### src/rtl/wwc_pkg.sv
package wwc_pkg;

   // ****************************************
   // register map (byte addresses)
   // ****************************************
   localparam int unsigned WWC_AW = 8;
   localparam logic [7:0] WWC_OFF_CTRL = 8'h00;
   localparam logic [7:0] WWC_OFF_FLAGS = 8'h04;
   localparam logic [7:0] WWC_OFF_STAT = 8'h08;
   localparam logic [7:0] WWC_OFF_WAKE = 8'h0c;
   localparam logic [7:0] WWC_OFF_CFG = 8'h10;

   // ****************************************
   // fields and reset values
   // ****************************************
   localparam logic [4:0] WWC_KEY_DIS = 5'h15;
   localparam logic [4:0] WWC_KEY_EN = 5'h0a;
   localparam logic [2:0] WWC_TSEL_POR = 3'h3;
   localparam logic [7:0] WWC_CTRL_POR = {WWC_KEY_EN, WWC_TSEL_POR};
   localparam int unsigned WWC_KEY_LSB = 3;
   localparam int unsigned WWC_FLG_KEYRST = 0;
   localparam int unsigned WWC_FLG_IDLEKEEP = 7;
   localparam int unsigned WWC_CFG_XTAL = 0;
   localparam int unsigned WWC_CFG_LVD = 1;
   localparam logic [7:0] WWC_WAKE_POR = 8'h00;
   localparam logic [1:0] WWC_CFG_POR = 2'h0;
   localparam logic [1:0] WWC_RESP_OK = 2'h0;
   localparam logic [1:0] WWC_RESP_ERR = 2'h2;

   // ****************************************
   // timing counts
   // ****************************************
   localparam int unsigned WWC_CNT_W = 18;
   localparam logic [10:0] WWC_FAST_SST = 11'h400;
   localparam logic [10:0] WWC_SLOW_SST = 11'h400;
   localparam logic [1:0] WWC_KEY_RST_TICKS = 2'h3;

   // ****************************************
   // types
   // ****************************************
   typedef enum logic [2:0] {
      WWC_RUN = 3'h0, WWC_DEEP = 3'h1, WWC_SLEEP_SUB = 3'h2, WWC_IDLE_OFF = 3'h3, WWC_IDLE_ON = 3'h4
   } wwc_mode_e;
   typedef enum logic [1:0] {WWC_SST_DONE = 2'h0, WWC_SST_FAST = 2'h1, WWC_SST_SLOW = 2'h2} wwc_sst_e;
   typedef enum logic [2:0] {
      WWC_WK_NONE = 3'h0, WWC_WK_RESUME = 3'h1, WWC_WK_VECTOR = 3'h2, WWC_WK_PCSP = 3'h3, WWC_WK_RESET = 3'h4
   } wwc_wake_e;

   typedef struct packed {
      logic awvalid;
      logic [WWC_AW-1:0] awaddr;
      logic wvalid;
      logic [31:0] wdata;
      logic [3:0] wstrb;
      logic bready;
      logic arvalid;
      logic [WWC_AW-1:0] araddr;
      logic rready;
   } wwc_axi_req_s;

   typedef struct packed {
      logic awready;
      logic wready;
      logic bvalid;
      logic [1:0] bresp;
      logic arready;
      logic rvalid;
      logic [31:0] rdata;
      logic [1:0] rresp;
   } wwc_axi_rsp_s;

   // overflow mask: all ones below the selected period bit
   function automatic logic [WWC_CNT_W-1:0] wwc_period_mask(input logic [2:0] sel);
      case (sel)
         3'h0: wwc_period_mask = 18'h000ff;
         3'h1: wwc_period_mask = 18'h003ff;
         3'h2: wwc_period_mask = 18'h00fff;
         3'h3: wwc_period_mask = 18'h03fff;
         3'h4: wwc_period_mask = 18'h07fff;
         3'h5: wwc_period_mask = 18'h0ffff;
         3'h6: wwc_period_mask = 18'h1ffff;
         default: wwc_period_mask = 18'h3ffff;
      endcase
   endfunction

endpackage

### src/rtl/wwc_top.sv
// Our own choices: the register addresses and register access over AXI4-Lite.
`timescale 1ns/10ps

// Behaviour
// - count the selected low-speed sub clock
// - select field picks period 2^8..2^18
// - key 10101 disables, 01010 enables
// - other key resets device after 2~3 ticks
// - key reset sets key reset flag
// - key reset flag cleared only by software
// - power-on: key 01010, select 011
// - running overflow resets device, sets timeout
// - sleeping overflow wakes, resets pc/sp only
// - key reset, clear, halt clear counter
// - power-down flag: halt sets, clear clears
// - four wake sources leave sleep or idle
// - per-pin port A falling-edge wake enable
// - disabled or stack-full irq resumes after halt
// - enabled irq with free stack vectors
// - irq pending at entry cannot wake
// - crystals share one start-up counter, fast first
// - deep wake runs only after fast ready
// - sub clock stops only in deepest sleep
// - entering sub-clock sleep clears, resumes counting
module wwc_top (
   // clock and reset
   input wire logic aclk,
   input wire logic aresetn,
   // register bus
   input wire wwc_pkg::wwc_axi_req_s axi_req,
   output wwc_pkg::wwc_axi_rsp_s axi_rsp,
   // low-speed oscillator pins
   input wire logic slow_crystal_osc,
   input wire logic slow_rc_osc,
   // processor side
   input wire logic clear_watchdog_instruction,
   input wire logic halt_instruction,
   input wire logic idle_mode_sel,
   input wire logic [7:0] irq_req,
   input wire logic [7:0] irq_en,
   input wire logic stack_full,
   // wake pins
   input wire logic [7:0] porta_in,
   input wire logic ext_reset_n,
   // control outputs
   output logic dev_reset,
   output logic pc_sp_reset,
   output logic wake_resume,
   output logic wake_vector,
   output logic cpu_run,
   output logic fast_osc_ready_flag
);
   import wwc_pkg::*;

   // ****************************************
   // declarations
   // ****************************************
   logic [1:0] osc_s1_r, osc_s2_r, osc_s3_r;
   logic [7:0] pa_s1_r, pa_s2_r, pa_s3_r;
   logic ext_s1_r, ext_s2_r;
   logic [7:0] ctrl_r, ctrl_nxt;
   logic idle_keep_r, key_flag_r, key_flag_nxt;
   logic [7:0] wake_en_r;
   logic [1:0] cfg_r;
   logic [WWC_CNT_W-1:0] cnt_r, cnt_nxt;
   logic [1:0] key_cnt_r;
   wwc_mode_e mode_r, mode_nxt, halt_mode;
   wwc_sst_e sst_r, sst_nxt;
   wwc_wake_e pend_r, pend_nxt, wake_kind;
   logic [10:0] sst_cnt_r, sst_cnt_nxt;
   logic fast_rdy_r, fast_rdy_nxt, slow_rdy_r, slow_rdy_nxt;
   logic to_r, pdf_r;
   logic [7:0] irq_mask_r;
   logic aw_got_r, w_got_r;
   logic [WWC_AW-1:0] aw_addr_r;
   logic [31:0] w_data_r;
   logic [3:0] w_strb_r;

   // ****************************************
   // pin synchronisers
   // ****************************************
   // the first stage feeds only the second; edges are taken between stages two and three
   always_ff @(posedge aclk) begin
      if (!aresetn) begin
         osc_s1_r <= 2'h0;
         osc_s2_r <= 2'h0;
         osc_s3_r <= 2'h0;
         pa_s1_r <= 8'hff;
         pa_s2_r <= 8'hff;
         pa_s3_r <= 8'hff;
         ext_s1_r <= 1'h1;
         ext_s2_r <= 1'h1;
      end else begin
         osc_s1_r <= {slow_crystal_osc, slow_rc_osc};
         osc_s2_r <= osc_s1_r;
         osc_s3_r <= osc_s2_r;
         pa_s1_r <= porta_in;
         pa_s2_r <= pa_s1_r;
         pa_s3_r <= pa_s2_r;
         ext_s1_r <= ext_reset_n;
         ext_s2_r <= ext_s1_r;
      end
   end

   // ****************************************
   // sub clock and watchdog decode
   // ****************************************
   wire running = (mode_r == WWC_RUN);
   wire sleeping = !running;
   wire src_xtal = cfg_r[WWC_CFG_XTAL];
   wire lvd_en = cfg_r[WWC_CFG_LVD];
   wire [4:0] key = ctrl_r[7:WWC_KEY_LSB];
   wire [2:0] tsel = ctrl_r[2:0];
   wire sub_run = (mode_r != WWC_DEEP);
   // one-cycle enable per rising edge of the chosen oscillator
   wire sub_tick = sub_run && osc_s2_r[src_xtal] && !osc_s3_r[src_xtal];
   wire wdt_on = (key == WWC_KEY_EN);
   wire key_bad = (key != WWC_KEY_EN) && (key != WWC_KEY_DIS);
   wire [WWC_CNT_W-1:0] pmask = wwc_period_mask(tsel);
   wire ovf = wdt_on && sub_tick && ((cnt_r & pmask) == pmask);
   // third tick after a bad key lands 2~3 sub periods after it appeared
   wire key_fire = key_bad && sub_tick && (key_cnt_r == WWC_KEY_RST_TICKS - 2'h1);
   wire clr_instr = clear_watchdog_instruction && running;
   wire halt_go = halt_instruction && running;

   // ****************************************
   // wake sources
   // ****************************************
   wire [7:0] pa_fall = pa_s3_r & ~pa_s2_r & wake_en_r;
   wire [7:0] irq_fresh = irq_req & ~irq_mask_r;
   wire irq_vec = |(irq_fresh & irq_en) && !stack_full;
   wire ext_low = !ext_s2_r;
   wire wake_any = sleeping && (ext_low || ovf || (|pa_fall) || (|irq_fresh));
   assign wake_kind = ext_low ? WWC_WK_RESET :
                      ovf ? WWC_WK_PCSP :
                      irq_vec ? WWC_WK_VECTOR : WWC_WK_RESUME;
   assign halt_mode = idle_mode_sel ? (idle_keep_r ? WWC_IDLE_ON : WWC_IDLE_OFF) :
                      ((wdt_on || lvd_en) ? WWC_SLEEP_SUB : WWC_DEEP);
   assign mode_nxt = halt_go ? halt_mode : (wake_any ? WWC_RUN : mode_r);
   // the wake action waits in pend_r until the fast oscillator is ready
   wire fire = (pend_r != WWC_WK_NONE) && fast_rdy_r;
   assign pend_nxt = wake_any ? wake_kind : (fire ? WWC_WK_NONE : pend_r);

   // ****************************************
   // watchdog counter
   // ****************************************
   // halt clears it; it keeps counting in sleep modes that hold the sub clock
   assign cnt_nxt = (key_fire || clr_instr || halt_go || ovf || !wdt_on) ? '0 :
                    (sub_tick ? cnt_r + 18'h00001 : cnt_r);

   always_ff @(posedge aclk) begin
      if (!aresetn) begin
         cnt_r <= '0;
         key_cnt_r <= 2'h0;
      end else begin
         cnt_r <= cnt_nxt;
         key_cnt_r <= (!key_bad || key_fire) ? 2'h0 : (sub_tick ? key_cnt_r + 2'h1 : key_cnt_r);
      end
   end

   // ****************************************
   // mode and status flags
   // ****************************************
   // hardware sets win over same-cycle clears
   always_ff @(posedge aclk) begin
      if (!aresetn) begin
         mode_r <= WWC_RUN;
         pend_r <= WWC_WK_NONE;
         to_r <= 1'h0;
         pdf_r <= 1'h0;
         irq_mask_r <= 8'h00;
      end else begin
         mode_r <= mode_nxt;
         pend_r <= pend_nxt;
         to_r <= ovf || (to_r && !(clr_instr || halt_go));
         pdf_r <= halt_go || (pdf_r && !clr_instr);
         irq_mask_r <= halt_go ? irq_req : irq_mask_r;
      end
   end

   // ****************************************
   // shared start-up stabilise counter
   // ****************************************
   // fast crystal first, then the slow crystal reuses the same counter
   always_comb begin
      sst_nxt = sst_r;
      sst_cnt_nxt = sst_cnt_r;
      fast_rdy_nxt = fast_rdy_r;
      slow_rdy_nxt = slow_rdy_r;
      case (sst_r)
         WWC_SST_DONE: begin
            if (halt_go && (halt_mode == WWC_DEEP)) begin
               fast_rdy_nxt = 1'h0;
               slow_rdy_nxt = !src_xtal;
            end else if (wake_any && (mode_r == WWC_DEEP)) begin
               sst_nxt = WWC_SST_FAST;
               sst_cnt_nxt = 11'h000;
            end
         end
         WWC_SST_FAST: begin
            sst_cnt_nxt = sst_cnt_r + 11'h001;
            if (sst_cnt_r == WWC_FAST_SST - 11'h001) begin
               fast_rdy_nxt = 1'h1;
               sst_nxt = WWC_SST_SLOW;
               sst_cnt_nxt = 11'h000;
            end
         end
         WWC_SST_SLOW: begin
            // the internal rc needs no stabilise period
            if (!src_xtal) begin
               slow_rdy_nxt = 1'h1;
               sst_nxt = WWC_SST_DONE;
            end else if (sub_tick) begin
               sst_cnt_nxt = sst_cnt_r + 11'h001;
               if (sst_cnt_r == WWC_SLOW_SST - 11'h001) begin
                  slow_rdy_nxt = 1'h1;
                  sst_nxt = WWC_SST_DONE;
               end
            end
         end
         default: begin
            sst_nxt = WWC_SST_DONE;
         end
      endcase
   end

   always_ff @(posedge aclk) begin
      if (!aresetn) begin
         sst_r <= WWC_SST_SLOW;
         sst_cnt_r <= 11'h000;
         fast_rdy_r <= 1'h1;
         slow_rdy_r <= 1'h0;
      end else begin
         sst_r <= sst_nxt;
         sst_cnt_r <= sst_cnt_nxt;
         fast_rdy_r <= fast_rdy_nxt;
         slow_rdy_r <= slow_rdy_nxt;
      end
   end

   // ****************************************
   // control outputs
   // ****************************************
   always_ff @(posedge aclk) begin
      if (!aresetn) begin
         dev_reset <= 1'h0;
         pc_sp_reset <= 1'h0;
         wake_resume <= 1'h0;
         wake_vector <= 1'h0;
         cpu_run <= 1'h0;
         fast_osc_ready_flag <= 1'h0;
      end else begin
         dev_reset <= key_fire || (ovf && running) || (fire && pend_r == WWC_WK_RESET);
         pc_sp_reset <= fire && (pend_r == WWC_WK_PCSP);
         wake_resume <= fire && (pend_r == WWC_WK_RESUME);
         wake_vector <= fire && (pend_r == WWC_WK_VECTOR);
         cpu_run <= running && fast_rdy_r && (pend_r == WWC_WK_NONE);
         fast_osc_ready_flag <= fast_rdy_r;
      end
   end

   // ****************************************
   // register bus decode
   // ****************************************
   wire aw_take = axi_req.awvalid && axi_rsp.awready;
   wire w_take = axi_req.wvalid && axi_rsp.wready;
   wire ar_take = axi_req.arvalid && axi_rsp.arready;
   // a new write lands only once the previous response has gone
   wire do_write = aw_got_r && w_got_r && !axi_rsp.bvalid;
   wire aw_got_nxt = !do_write && (aw_got_r || aw_take);
   wire w_got_nxt = !do_write && (w_got_r || w_take);
   wire b_done = axi_rsp.bvalid && axi_req.bready;
   // read data is sampled at the address edge, so status is one cycle old when seen
   wire rd_done = axi_rsp.rvalid && axi_req.rready;
   wire wr_ctrl = do_write && w_strb_r[0] && (aw_addr_r == WWC_OFF_CTRL);
   wire wr_flags = do_write && w_strb_r[0] && (aw_addr_r == WWC_OFF_FLAGS);
   wire wr_wake = do_write && w_strb_r[0] && (aw_addr_r == WWC_OFF_WAKE);
   wire wr_cfg = do_write && w_strb_r[0] && (aw_addr_r == WWC_OFF_CFG);
   wire wr_hit = (aw_addr_r <= WWC_OFF_CFG) && (aw_addr_r[1:0] == 2'h0);
   wire rd_hit = (axi_req.araddr <= WWC_OFF_CFG) && (axi_req.araddr[1:0] == 2'h0);
   wire [7:0] flags_rd = {idle_keep_r, 6'h00, key_flag_r};
   wire [7:0] stat_rd = {1'h0, mode_r, slow_rdy_r, fast_rdy_r, pdf_r, to_r};
   wire [7:0] rd_byte = (axi_req.araddr == WWC_OFF_CTRL) ? ctrl_r :
                        (axi_req.araddr == WWC_OFF_FLAGS) ? flags_rd :
                        (axi_req.araddr == WWC_OFF_STAT) ? stat_rd :
                        (axi_req.araddr == WWC_OFF_WAKE) ? wake_en_r :
                        (axi_req.araddr == WWC_OFF_CFG) ? {6'h00, cfg_r} : 8'h00;
   // a bad key also snaps the control register back to its power-on value
   assign ctrl_nxt = key_fire ? WWC_CTRL_POR : (wr_ctrl ? w_data_r[7:0] : ctrl_r);
   // writing one leaves the flag alone; only a written zero clears it
   assign key_flag_nxt = key_fire || (key_flag_r && !(wr_flags && !w_data_r[WWC_FLG_KEYRST]));

   // ****************************************
   // registers
   // ****************************************
   always_ff @(posedge aclk) begin
      if (!aresetn) begin
         ctrl_r <= WWC_CTRL_POR;
         key_flag_r <= 1'h0;
         idle_keep_r <= 1'h0;
         wake_en_r <= WWC_WAKE_POR;
         cfg_r <= WWC_CFG_POR;
      end else begin
         ctrl_r <= ctrl_nxt;
         key_flag_r <= key_flag_nxt;
         idle_keep_r <= wr_flags ? w_data_r[WWC_FLG_IDLEKEEP] : idle_keep_r;
         wake_en_r <= wr_wake ? w_data_r[7:0] : wake_en_r;
         cfg_r <= wr_cfg ? w_data_r[1:0] : cfg_r;
      end
   end

   // ****************************************
   // write channels
   // ****************************************
   always_ff @(posedge aclk) begin
      if (!aresetn) begin
         aw_got_r <= 1'h0;
         w_got_r <= 1'h0;
         aw_addr_r <= '0;
         w_data_r <= 32'h0;
         w_strb_r <= 4'h0;
         axi_rsp.awready <= 1'h0;
         axi_rsp.wready <= 1'h0;
         axi_rsp.bvalid <= 1'h0;
         axi_rsp.bresp <= WWC_RESP_OK;
         axi_rsp.arready <= 1'h0;
         axi_rsp.rvalid <= 1'h0;
         axi_rsp.rdata <= 32'h0;
         axi_rsp.rresp <= WWC_RESP_OK;
      end else begin
         aw_got_r <= aw_got_nxt;
         w_got_r <= w_got_nxt;
         aw_addr_r <= aw_take ? axi_req.awaddr : aw_addr_r;
         w_data_r <= w_take ? axi_req.wdata : w_data_r;
         w_strb_r <= w_take ? axi_req.wstrb : w_strb_r;
         axi_rsp.awready <= !aw_got_nxt;
         axi_rsp.wready <= !w_got_nxt;
         axi_rsp.bvalid <= do_write || (axi_rsp.bvalid && !b_done);
         axi_rsp.bresp <= do_write ? (wr_hit ? WWC_RESP_OK : WWC_RESP_ERR) : axi_rsp.bresp;
         // read side lives here too so the response struct has a single driver
         axi_rsp.arready <= !ar_take && (rd_done || !axi_rsp.rvalid);
         axi_rsp.rvalid <= ar_take || (axi_rsp.rvalid && !rd_done);
         axi_rsp.rdata <= ar_take ? {24'h000000, rd_byte} : axi_rsp.rdata;
         axi_rsp.rresp <= ar_take ? (rd_hit ? WWC_RESP_OK : WWC_RESP_ERR) : axi_rsp.rresp;
      end
   end

endmodule

### config.mk
export PLATFORM = sky130hd
export DESIGN_NAME = wwc_top
export DESIGN_NICKNAME = d
export VERILOG_FILES = /design/src/rtl/wwc_pkg.sv /design/src/rtl/wwc_top.sv
export SDC_FILE = /design/constraint.sdc
export NUM_CORES = 1
export LEC_CHECK = 0
export BUFFER_PORTS_ARGS = -buffer_cell sky130_fd_sc_hd__buf_4
export CELL_PAD_IN_SITES_DETAIL_PLACEMENT = 0
export CELL_PAD_IN_SITES_GLOBAL_PLACEMENT = 1
export CORE_UTILIZATION = 40
export DETAILED_ROUTE_END_ITERATION = 8
export PLACE_DENSITY = 0.81
export SETUP_SLACK_MARGIN = 0.4
export SYNTH_ARGS = -nofsm -noshare
export SYNTH_HDL_FRONTEND = slang
export SYNTH_SLANG_ARGS = --single-unit
### constraint.sdc
create_clock -name aclk -period 3.2 [get_ports aclk]
set_input_delay 0.32 -clock aclk [delete_from_list [all_inputs] [get_ports aclk]]
set_output_delay 0.32 -clock aclk [all_outputs]
set_load 0.03 [all_outputs]
# [Word level (Yosys, flattened, before mapping)]
# Cells that the tools add are included.
[totals] reg_bits=145 out_inout_bits=47
[classes] n_addsub=3 n_lt_le_gt_ge=3 eq_ne=36 muxes=42 bitwise=8 reduce_logical=107
[op_table] cell="$pmux W18 S7" n=1
[op_table] cell="$mux W11" n=5
[op_table] cell="$logic_and A1 B1 Y1" n=44
[op_table] cell="$pmux W11 S3" n=1
[op_table] cell="$and A8 B8 Y8" n=4
[op_table] cell="$mux W8" n=4
[op_table] cell="$eq A8 B4 Y1 const B" n=3
[op_table] cell="$mux W2" n=12
[op_table] cell="$reduce_or A8 Y1" n=3
[op_table] cell="$mux W3" n=7
[op_table] cell="$logic_or A1 B1 Y1" n=20
[op_table] cell="$logic_not A1 Y1" n=19
[op_table] cell="$add A18 B1 Y18 const B" n=1
[op_table] cell="$and A18 B18 Y18" n=1
[op_table] cell="$eq A18 B18 Y1" n=1
[op_table] cell="$eq A8 B3 Y1 const B" n=2
[op_table] cell="$eq A8 B5 Y1 const B" n=2
[op_table] cell="$le A8 B5 Y1 const B" n=2
[op_table] cell="$logic_not A8 Y1" n=2
[op_table] cell="$not A8 Y8" n=2
[op_table] cell="$eq A3 B1 Y1 const B" n=4
[op_table] cell="$eq A3 B2 Y1 const B" n=4
[op_table] cell="$eq A3 B3 Y1 const B" n=4
[op_table] cell="$ne A2 B2 Y1 const B" n=6
[op_table] cell="23 further kinds" n=45

# [Longest topological paths before layout]
# Gate-level depths: netlist (run 1).
[depth] word_depth=14 mapped_depth=9 depth_no_buf=7

# [Worst setup path after synthesis (run 1)]
# OpenSTA, ideal clock, no wires.
[synth_timing] kind="register to register" startpoint="register sst_r[0]" endpoint="register sst_cnt_r[2]" setup_ps=120 arrival_time_ps=2283 required_ps=3080 slack_ps=797 path_stages_with_launch=9 cell_sequence="dfxtp_1 -> inv_1 -> ha_1 -> nor4_1 -> or2_2 -> or2_2 -> clkbuf_1 -> a2111oi_0 -> o31a_1"
[synth_between] elab_chain_cells=3 elab_cells_between_ends=10 classes_between="eq/ne: 6; mux: 1; reduce/logical: 3"
[synth_lines] item="start, declared" line_no="wwc_top.sv:68" rtl="wwc_sst_e sst_r, sst_nxt;"
[synth_lines] item="start signal, assigned" line_no="wwc_top.sv:234" rtl="sst_r <= sst_nxt;"
[synth_lines] item="$eq A2 B2 Y1, or another cell as far along" line_no="wwc_top.sv:190" rtl="case (sst_r)"
[synth_lines] item="$ne A2 B2 Y1 (no source line) / $reduce_bool A3 Y1 (equally long branches)"
[synth_lines] item="$reduce_and A5 Y1 (no source line)"
[synth_lines] item="end signal, assigned" line_no="wwc_top.sv:235" rtl="sst_cnt_r <= sst_cnt_nxt;"
[synth_lines] item="end, declared" line_no="wwc_top.sv:70" rtl="logic [10:0] sst_cnt_r, sst_cnt_nxt;"
# Parallel ways exist; a longest one is shown, timed or not.
# A chain may end at the register's enable or synchronous reset.

# [Worst setup path after layout (run 1)]
[layout_timing] startpoint="register mode_r[0]" endpoint="register sst_cnt_r[2]"
[layout_between] elab_chain_cells=12 elab_cells_between_ends=19 classes_between="eq/ne: 5; reduce/logical: 14"
[layout_lines] item="start, declared" line_no="wwc_top.sv:67" rtl="wwc_mode_e mode_r, mode_nxt, halt_mode;"
[layout_lines] item="start signal, assigned" line_no="wwc_top.sv:173" rtl="mode_r <= mode_nxt;"
[layout_lines] item="$ne A3 B1 Y1" line_no="wwc_top.sv:114" rtl="wire sub_run = (mode_r != WWC_DEEP);"
[layout_lines] item="$logic_and A1 B1 Y1 (2 in a row)" line_no="wwc_top.sv:116" rtl="wire sub_tick = sub_run && osc_s2_r[src_xtal] && !osc_s3_r[src_xtal];"
[layout_lines] item="$logic_and A1 B1 Y1 (2 in a row)" line_no="wwc_top.sv:120" rtl="wire ovf = wdt_on && sub_tick && ((cnt_r & pmask) == pmask);"
[layout_lines] item="$logic_or A1 B1 Y1 (3 in a row)" line_no="wwc_top.sv:133" rtl="wire wake_any = sleeping && (ext_low || ovf || (|pa_fall) || (|irq_fresh));"
[layout_lines] item="$logic_and A1 B1 Y1" line_no="wwc_top.sv:133"
[layout_lines] item="$logic_and A1 B1 Y1" line_no="wwc_top.sv:195" rtl="end else if (wake_any && (mode_r == WWC_DEEP)) begin"
[layout_lines] item="$ne A2 B2 Y1 (no source line)"
[layout_lines] item="$reduce_and A5 Y1 (no source line) (*)"
# Every way passes the cells marked *; elsewhere a longest branch is shown, timed or not.

==> results of run 1 <==
layout make-up:
cell class	count	area (µm²)
fillers	1475	7680
clock inverters	13	139
well taps	211	264
repair buffers	94	706
flip-flops and latches	143	2860
inverters	20	75.1
multi-input cells	548	3150
clock buffers	19	443
cells in the final DEF, fill, tap and decap left out, types with 4 or more instances in the layout:
master,Yosys,routed
nand3b_1,10,10
nand4_1,8,8
nor3_1,14,14
nand2b_1,36,36
clkbuf_16,0,17
nor4_1,5,5
and3_1,7,7
nand3_1,20,20
a41o_1,5,5
inv_1,19,19
o211ai_1,5,5
and2_1,14,14
a41oi_1,4,4
clkinv_2,0,4
a211oi_1,7,7
nand2_1,101,101
mux2i_1,15,15
and3b_1,4,4
conb_1,1,26
dfxtp_1,143,143
xor2_1,9,9
xnor2_1,9,9
o21a_1,13,13
a22oi_1,8,8
buf_4,26,94
nor2_1,77,77
nand4b_1,5,5
a21oi_1,57,57
nor2b_1,8,8
o21ai_0,13,13
a31oi_1,12,12
a211o_1,5,4
ha_1,8,8
or3_1,5,5
worst max-delay path, cell delays in order, from the launching register on:
cell and delay [ns]:
dfxtp_1 0.39, or3b_1 0.41, buf_4 0.18, a221o_1 0.52
or2_2 0.43, a2111oi_0 0.42, o31a_1 0.19
registers in the layout (all words and copies together), names as in the netlist, 2 cells and up:
signal,count
pa_s1_r,8
pend_r,3
cnt_r,18
sst_r,2
w_data_r,8
axi_rsp,15
irq_mask_r,8
key_cnt_r,2
pa_s3_r,8
aw_addr_r,8
osc_s3_r,2
ctrl_r,8
cfg_r,2
mode_r,3
wake_en_r,8
pa_s2_r,8
osc_s2_r,2
sst_cnt_r,11
osc_s1_r,2
layer usage:
layer / global-route usage [%] / up-vias / wire length (µm)
li1: - / 2697 / -
met5: 0 / - / 0
met3: 3.84 / 16 / 640
met1: 23.9 / 2460 / 6790
met2: 31.2 / 119 / 7020
met4: 7.47 / 0 / 229
through the flow:
step	hold slack, ns	setup slack (ns)
CTS	0.0593	0.528
global placement	0.390	0.568
detailed placement	0.392	0.555
floorplan	0.386	0.797
global route	0.0697	0.502
finish	0.0784	0.605
cell families (layout without fill, tap and decap cells):
group           count (synthesis)  in the layout  synth area share, %
simple gates                  328            328                 25.6
buf+inv                        81            146                 6.62
fa+ha+maj                       8              8                 1.58
compound gates                151            151                 15.7
flops                         143            143                 45.2
mux                            17             17                 2.73
xor+xnor                       18             18                 2.49
other cells                     1             26               0.0592
power by group:
group          switching [W]  internal [W]  leakage [nW]
combinational       0.000294      0.000188          1.61
clock               0.000759       0.00117         0.283
sequential         0.0000485       0.00185          1.17
worst max-delay path by stage:
stage | end | cells past startpoint | from | slack [ns]
finish | sst_cnt_r[2]$_SDFFE_PN0P_ | 6 | mode_r[0]$_SDFFE_PN0P_ | 0.61
global route | sst_cnt_r[3]$_SDFFE_PN0P_ | 6 | cnt_r[3]$_SDFFE_PP0P_ | 0.50
CTS | sst_cnt_r[2]$_SDFFE_PN0P_ | 6 | cnt_r[3]$_SDFFE_PP0P_ | 0.53
detailed placement | sst_cnt_r[2]$_SDFFE_PN0P_ | 6 | cnt_r[3]$_SDFFE_PP0P_ | 0.55
global placement | sst_cnt_r[2]$_SDFFE_PN0P_ | 6 | cnt_r[3]$_SDFFE_PP0P_ | 0.57
floorplan | sst_cnt_r[2]$_SDFFE_PN0P_ | 8 | sst_r[0]$_SDFFE_PN0P_ | 0.80
==> run_results.csv, run 1 <==
group,metric,value,unit
power,total_power,0.00431,W
clocking,cts-htree-levels,4,
worst_setup_path,cp.arrival,2.96,ns
synthesis,ys_seq_area_share,45.2,%
layout,post-route-util,49.9,%
synthesis,syn_inst,747,
placement,postPlaceCellArea,7050,µm²
run_status,status,"completed",
synthesis,syn-cell-area,6330,µm²
worst_setup_path,worst-setup-path-type,"reg2reg",
timing,setup_viol,0,
worst_setup_path,critPathLaunchType,"flop",
timing,post-route-period-util,81.1,%
route,wire_per_inst,14.0,µm
route,drt_first_pass_iters,4,
timing,tightest_slew,0.692,ns
grt,antenna_found_initial,0,
clocking,worstSkewPairLatency,0.42,ns
synthesis,synth_area_leaders,"dfxtp_1 (45%), nand2_1 (6.0%), nor2_1 (4.6%)",
floorplan,die_area,16300,µm²
synthesis,ys.flop_type,"dfxtp_1",
clocking,path_clk_slew,0.06,ns
worst_setup_path,rrSetupSlack,0.61,ns
floorplan,initial_core_util,41.4,%
placement,io_buffers,83,
layout,fin_nets,922,
timing,maxSlewViolCount,0,
power,peakVddDrop,375,µV
worst_setup_path,end_kind,"flop",
floorplan,ioPinCount,137,
power,power.density,564,nW/µm²
synthesis,synth.top_cell.area_share,45.2,%
layout,area_delta_synth_final,20.6,%
timing,skew,0.00379,ns
floorplan,chipHeight,128,µm
route,vias,5292,
hold_path,hold_path.startpoint,"porta_in[2]",
power,leakagePower,3.06,nW
placement,dp_hpwl,10600,µm
timing,hold_viol,0,
clocking,ctsResizeCount,0,
timing,rsz0062_at_grt,"false",
worst_setup_path,cp_data_required_time,3.56,ns
clocking,cts_num_sinks,143,
timing,slew_headroom,53.5,%
placement,gp_congestion,0.829,
grt,grt_usage,18.8,%
clocking,postCtsSetupRepairBufs,0,
clocking,cts_buffers,17,
synthesis,synth_most_common_cell,"dfxtp_1",
route,wl,14700,µm
route,via_per_inst,5.05,
worst_setup_path,critPathMaxFanout,12,
layout,drive_above_1_share,16.0,%
grt,grt_overflow,0,
layout,final_area,7640,µm²
synthesis,synth.avg_cell_area,8.48,µm²
clocking,postCtsHoldBufs,0,
worst_setup_path,r2r-start,"mode_r[0]$_SDFFE_PN0P_",
synthesis,synth_common_cells,"dfxtp_1 (143), nand2_1 (101), nor2_1 (77)",
floorplan,die_x,128,µm
placement,dp.cells,1016,
synthesis,ys_seq_elements,143,
grt,grt_pass1_wl,24100,µm
hold_path,min_to,"pa_s1_r[2]$_SDFF_PN1_",
grt,grt_pass1_vias,5011,
route,ant_nets,0,
clocking,cts_buffer_depth,2,
clocking,cts_tree,"done",
synthesis,synth.largest_area_cell,"dfxtp_1",
layout,finalNonFillerCells,1048,
route,drc_errors,0,
route,drt_iter0_drc,364,
synthesis,yosysWarnings,0,
layout,antenna_cells,0,
worst_setup_path,r2r_cells,6,
clocking,cts-root-buf,"clkbuf_16",
hold_path,whs_path_depth,2,
hold_path,min_path_type,"in2reg",
timing,tns,0,ns
timing,period_minus_slack,2.59,ns
worst_setup_path,r2r-end,"sst_cnt_r[2]$_SDFFE_PN0P_",
floorplan,row_count,45,
synthesis,synth_edf_count,0,
floorplan,core,15300,µm²
synthesis,synthArstFlopShare,0,%
job,cap_viol_max_count,0,
synthesis,yosys.cell_types.count,60,
timing,fmax,385,MHz
grt,grt_max_degree,62,
Note: power is estimated with default switching activity, not from simulation.
==> inputs of run 2 (changes only) <==
ABC_AREA = 1   (was default)
CORE_UTILIZATION = 39   (was 40)
clock period = 2.5 ns   (was 3.2 ns; I/O delays follow)
==> run_results.csv, run 2 <==
group,metric,value,unit
run_status,status,"completed",
worst_setup_path,critPathMaxFanout,5,
power,clockPowerShare,39.9,%
clocking,path_clk_slew,0.06,ns
placement,gp_congestion,0.829,
timing,slew_headroom,52.8,%
clocking,cts-htree-levels,4,
timing,tns,0,ns
worst_setup_path,r2r-end,"sst_cnt_r[7]$_SDFFE_PN0P_",
worst_setup_path,path_cells,"ha_1 -> nand2_1 -> nor2_2 -> nand4_1 -> nand2_1 -> inv_1 -> nor2_1 -> nor3_1 -> nor2_1 -> nor2_1",
route,ant_nets,0,
power,peakVddDrop,511,µV
synthesis,synthArstFlopShare,0,%
layout,multi_input_area,3060,µm²
power,power.density,783,nW/µm²
power,p_int,0.00432,W
synthesis,synth.top_cell.area_share,43.6,%
route,wl_met3,593,µm
clocking,cts_num_sinks,143,
timing,rsz0062_at_grt,"false",
placement,dp_hpwl,10900,µm
timing,hold_viol,0,
synthesis,ys_seq_elements,143,
worst_setup_path,cpPeakStageDelay,0.41,ns
placement,io_buffers,83,
worst_setup_path,critPathLaunchType,"flop",
route,wl,14900,µm
worst_setup_path,crit_start,"sst_cnt_r[0]$_SDFFE_PN0P_",
synthesis,syn_inst,886,
route,via_per_inst,4.59,
route,wire_per_inst,12.3,µm
floorplan,core,16500,µm²
route,wl_met2,6690,µm
grt,grt_pass1_wl,24600,µm
layout,largestRegisters,"cnt_r x18, axi_rsp x15, sst_cnt_r x11",
floorplan,chipHeight,132,µm
power,seqPwrFrac,41.7,%
layout,fin_nets,1074,
synthesis,synth_common_cells,"nand2_1 (160), dfxtp_1 (143), inv_1 (111)",
layout,fill_cells,1733,
synthesis,synth_edf_count,0,
clocking,cts_buffer_depth,2,
layout,regMostFlops,"cnt_r",
route,drt_first_pass_iters,4,
layout,post-route-util,48.1,%
layout,antenna_cells,0,
grt,antenna_found_initial,0,
timing,setup_viol,0,
grt,grt_overflow,0,
synthesis,synth.largest_area_cell,"dfxtp_1",
worst_setup_path,rrSetupSlack,0.63,ns
timing,period_minus_slack,1.87,ns
layout,final_common_cell,"nand2_1",
floorplan,initial_core_util,39.7,%
layout,final_cell_mix,"nand2_1 (160), dfxtp_1 (142), inv_1 (111)",
power,leakagePower,3.45,nW
clocking,cts_buffers,17,
synthesis,yosys.cell_types.count,44,
power,p_sw,0.00190,W
route,drt_iter0_drc,286,
route,highest_layer,"met4",
floorplan,ioPinCount,137,
synthesis,ys_seq_area_share,43.6,%
synthesis,yosysWarnings,0,
worst_setup_path,cp_data_required_time,2.82,ns
power,p_sw_share,30.6,%
hold_path,min_path_type,"in2reg",
worst_setup_path,r2r_cells,10,
floorplan,die_area,17300,µm²
timing,tightest_slew,0.708,ns
worst_setup_path,end_kind,"flop",
synthesis,synth_area_leaders,"dfxtp_1 (44%), nand2_1 (9.2%), inv_1 (6.4%)",
timing,maxSlewViolCount,0,
synthesis,syn-cell-area,6560,µm²
clocking,cts-root-buf,"clkbuf_16",
worst_setup_path,worst-setup-path-type,"reg2reg",
layout,finalNonFillerCells,1209,
layout,largest_reg_flops,18,
worst_setup_path,endpoint,"sst_cnt_r[7]$_SDFFE_PN0P_",
power,share_comb_of_total_power,18.4,%
route,drc_errors,0,
worst_setup_path,cpMaxStageDelayCell,"dfxtp_1",
job,cap_viol_max_count,0,
worst_setup_path,cp.arrival,2.20,ns
floorplan,die_x,132,µm
timing,fmax,533,MHz
floorplan,row_count,47,
layout,drive_above_1_share,18.3,%
layout,area_delta_synth_final,21.0,%
grt,grt_pass1_vias,5065,
worst_setup_path,r2r-start,"sst_cnt_r[0]$_SDFFE_PN0P_",
route,drt-met1-wl,7310,µm
synthesis,synth_most_common_cell,"nand2_1",
synthesis,synth.avg_cell_area,7.41,µm²
grt,grt_usage,17.8,%
clocking,cts_tree,"done",
clocking,worstSkewPairLatency,0.42,ns
worst_setup_path,crit_path_frequent_cell,"nor2_1",
placement,dp.cells,1170,
timing,skew,0.00994,ns
timing,post-route-period-util,75.0,%
layout,seq_area,2860,µm²
route,vias,5548,
synthesis,ys.flop_type,"dfxtp_1",
grt,grt_max_degree,74,
-- run 2: logic make-up after synthesis --
family / count (synthesis) / synth area share [%]
flip-flops: 143 / 43.6
AO/OA/AOI/OAI: 149 / 12.5
buffers and inverters: 163 / 11.3
other: 1 / 0.0572
XOR/XNOR: 12 / 1.60
AND/OR/NAND/NOR: 410 / 29.4
adder cells (fa/ha/maj): 8 / 1.53
-- run 2: power groups by stage --
stage / sequential (W) / combinational (W) / clock [W]
6_report: 0.00259 / 0.00115 / 0.00248
3_5_place_dp: 0.00264 / 0.00113 / 0
4_1_cts: 0.00259 / 0.00113 / 0.00251
2_1_floorplan: 0.00264 / 0.000881 / 0
5_1_grt: 0.00262 / 0.00131 / 0.00262
3_3_place_gp: 0.00264 / 0.00112 / 0
-- run 2: per-stage QoR --
stage / instance area [µm²] / total power (W) / setup slack (ns) / hold WS (ns)
3_3_place_gp: 7280 / 0.00377 / 0.564 / 0.396
6_report: 7940 / 0.00622 / 0.625 / 0.0120
4_1_cts: 7870 / 0.00624 / 0.525 / 0.000266
5_1_grt: 7940 / 0.00654 / 0.430 / 0.00431
2_1_floorplan: 6660 / 0.00352 / 0.797 / 0.348
3_5_place_dp: 7280 / 0.00377 / 0.539 / 0.400
-- run 2: per-layer routing --
metal  vias up  track usage [%]
li1       2984                -
met1      2452             23.5
met2        93             28.4
met3        19             3.70
met4         0             7.24
met5         -                0
-- run 2: worst min-delay path by stage --
| stage | from | endpoint | depth (start not counted) |
|---|---|---|---|
| after floorplan | slow_rc_osc | osc_s1_r[0]$_SDFF_PN0_ | 2 |
| after global placement | pa_s1_r[0]$_SDFF_PN1_ | pa_s2_r[0]$_SDFF_PN1_ | 1 |
| after detailed placement | pa_s1_r[3]$_SDFF_PN1_ | pa_s2_r[3]$_SDFF_PN1_ | 1 |
| after CTS | ext_reset_n | ext_s1_r$_SDFF_PN1_ | 2 |
| after global routing | porta_in[0] | pa_s1_r[0]$_SDFF_PN1_ | 2 |
| final | porta_in[7] | pa_s1_r[7]$_SDFF_PN1_ | 2 |
-- run 2: critical path, delay by kind of cell, from the launching register on --
kind,cells,cell delay [ns]
buffers and inverters,1,0.07
adder cells (fa/ha/maj),1,0.21
flip-flops,1,0.41
AND/OR/NAND/NOR,8,1.09
-- run 2: final cells by class --
type                    count  area share [%]
multi-input cells         605            38.5
clock inverters            13            1.58
repair buffers             95            9.27
inverters                 114            5.39
clock buffers              19            5.70
flip-flops and latches    143            36.1
well taps                 220            3.47
-- run 2: timing repair --
action,4_1_cts,5_1_grt
endpoints found under the hold margin,1,3
setup endpoints to repair,0,10
setup buffers,0,3
resized for setup,0,3
hold buffers,1,3
==> inputs of run 3 (changes only) <==
CORE_UTILIZATION = 35   (was 39)
PLACE_DENSITY = 0.77   (was 0.81)
clock period = 1.6 ns   (was 2.5 ns; I/O delays follow)
==> run_results.csv, run 3 (synthesis results as in run 2) <==
group,metric,value,unit
run_status,status,"finished with violations",
run_status,failed_checks,"negative setup slack",
route,wl,17600,µm
clocking,cts_buffer_depth,2,
layout,largestRegisters,"cnt_r x18, axi_rsp x15, sst_cnt_r x11",
power,peakVddDrop,737,µV
floorplan,die_area,19300,µm²
placement,io_buffers,83,
clocking,cts_buffers,17,
layout,final_common_cell,"buf_4",
layout,post-route-util,54.3,%
floorplan,row_count,49,
timing,fin_ws,-0.0228,ns
layout,final_cell_mix,"buf_4 (173), nand2_1 (138), dfxtp_1 (114)",
worst_setup_path,path_cells,"inv_2 -> nand3_2 -> nor2_4 -> nand2_2 -> nor2_4 -> nand3_4 -> nand2_4 -> buf_6 -> nand2_8 -> nor2_4 -> nand2_2 -> a21oi_2",
grt,grt_usage,19.1,%
layout,fill_cells,1675,
timing,post-route-period-util,101,%
worst_setup_path,cpLargestDelayFamily,"simple AND/OR/NAND/NOR gates",
grt,grt_pass1_wl,29200,µm
clocking,cts-root-buf,"clkbuf_16",
route,wire_per_inst,13.1,µm
worst_setup_path,cpMaxStageDelayCell,"dfxtp_2",
worst_setup_path,critPathLaunchType,"flop",
worst_setup_path,critPathMaxFanout,4,
timing,period_minus_slack,1.62,ns
timing,rsz0062_at_grt,"true",
route,wl_met3,519,µm
grt,antenna_found_initial,0,
worst_setup_path,cp_num_buf_inv,2,
job,cap_viol_max_count,0,
floorplan,initial_core_util,36.2,%
worst_setup_path,cp.depth,12,
power,leakagePower,4.29,nW
layout,antenna_cells,0,
worst_setup_path,cpPeakStageDelay,0.32,ns
worst_setup_path,r2r_cells,12,
layout,drive_above_1_share,39.2,%
timing,hold_viol,0,
route,drt_first_pass_iters,6,
placement,postPlaceCellArea,8180,µm²
timing,setup_viol,4,
hold_path,min_path_type,"in2reg",
route,drc_errors,0,
floorplan,chipHeight,139,µm
floorplan,core,18100,µm²
worst_setup_path,worst-setup-path-type,"reg2reg",
power,power.density,1090,nW/µm²
grt,grt_max_degree,56,
route,highest_layer,"met4",
grt,grt_overflow,0,
layout,regMostFlops,"cnt_r",
placement,dp_hpwl,12400,µm
worst_setup_path,crit_path_frequent_cell,"nor2_4",
route,drt_iter0_drc,223,
clocking,cts-htree-levels,4,
route,ant_nets,0,
route,vias,6234,
route,drt-met1-wl,8080,µm
layout,fin_nets,1206,
layout,area_delta_synth_final,50.1,%
worst_setup_path,end_kind,"flop",
clocking,worstSkewPairLatency,0.43,ns
floorplan,ioPinCount,137,
worst_setup_path,cp_data_required_time,1.96,ns
hold_path,whs_path_depth,3,
timing,fmax,616,MHz
worst_setup_path,cp.arrival,1.98,ns
floorplan,die_x,139,µm
layout,largest_reg_flops,18,
clocking,path_clk_slew,0.06,ns
clocking,cts_tree,"done",
power,total_power,0.0107,W
layout,final_area,9850,µm²
timing,maxSlewViolCount,0,
route,wl_met2,8720,µm
timing,tns,-0.0694,ns
grt,grt_pass1_vias,6111,
route,via_per_inst,4.62,
placement,gp_congestion,0.812,
clocking,cts_num_sinks,143,
timing,skew,0.0101,ns
[run 3: changes by cell type in the layout (fill, tap and decap cells not counted), moves of 18 or more]
cell,delta
a21oi_1,-18
nand2_1,-22
dfxtp_2,+24
a21oi_2,+18
dlygate4sd3_1,+23
buf_4,+83
nor2_1,-27
dfxtp_1,-28
nand3_1,-18
buf_6,+20
[run 3: tightest hold or removal path: stages]
cell     delay (ns)
buf_4          0.07
o21ai_0        0.08
a21oi_1        0.11
[run 3: layout make-up]
| type | count | area, µm² | area share (%) |
|---|---|---|---|
| clock buffers | 21 | 460 | 4.68 |
| clock inverters | 11 | 144 | 1.46 |
| inverters | 114 | 452 | 4.59 |
| multi-input cells | 608 | 3720 | 37.8 |
| flip-flops and latches | 143 | 2910 | 29.5 |
| well taps | 229 | 287 | 2.91 |
| repair buffers | 224 | 1870 | 19.0 |
[run 3: path summary, 6_finish.rpt]
check / from / end / slack [ns]
max: ctrl_r[5]$_SDFFE_PP0P_ / pend_r[1]$_SDFFE_PN0P_ / -0.02
min: axi_req[50] / aw_addr_r[2]$_SDFFE_PN0P_ / 0.04
max reg2reg: ctrl_r[5]$_SDFFE_PP0P_ / pend_r[1]$_SDFFE_PN0P_ / -0.02
min reg2reg: osc_s1_r[1]$_SDFF_PN0_ / osc_s2_r[1]$_SDFF_PN0_ / 0.41
[run 3: what timing repair did]
action                     4_1_cts  5_1_grt
pin swaps                       47       33
setup endpoints to repair       75       76
gates cloned                     3        0
hold buffers                    27        0
gates resized for setup        108       63
buffers inserted                18        6
hold endpoints to repair        27        0
[run 3: per-stage QoR]
| stage | hold slack [ns] | cells | worst slack [ns] |
|---|---|---|---|
| 3_3_place_gp | 0.348 | 1264 | -0.0928 |
| 3_5_place_dp | 0.346 | 1264 | -0.118 |
| 6_report | 0.0351 | 1350 | -0.0228 |
| 4_1_cts | 0.0135 | 1344 | -0.0128 |
| 2_1_floorplan | 0.258 | 911 | 0.0395 |
| 5_1_grt | 0.0373 | 1350 | -0.151 |
[run 3: layer usage]
layer,up-vias,track usage (%)
li1,3265,-
met1,2843,23.7
met2,98,32.4
met3,28,3.83
met4,0,7.43
met5,-,0
[run 3: power breakdown]
group / leakage, nW / total [W] / internal (W) / switching (W)
sequential: 1.18 / 0.00406 / 0.00385 / 0.000202
clock: 0.297 / 0.00403 / 0.00243 / 0.00160
combinational: 2.81 / 0.00264 / 0.00114 / 0.00150
total: 4.29 / 0.0107 / 0.00742 / 0.00331
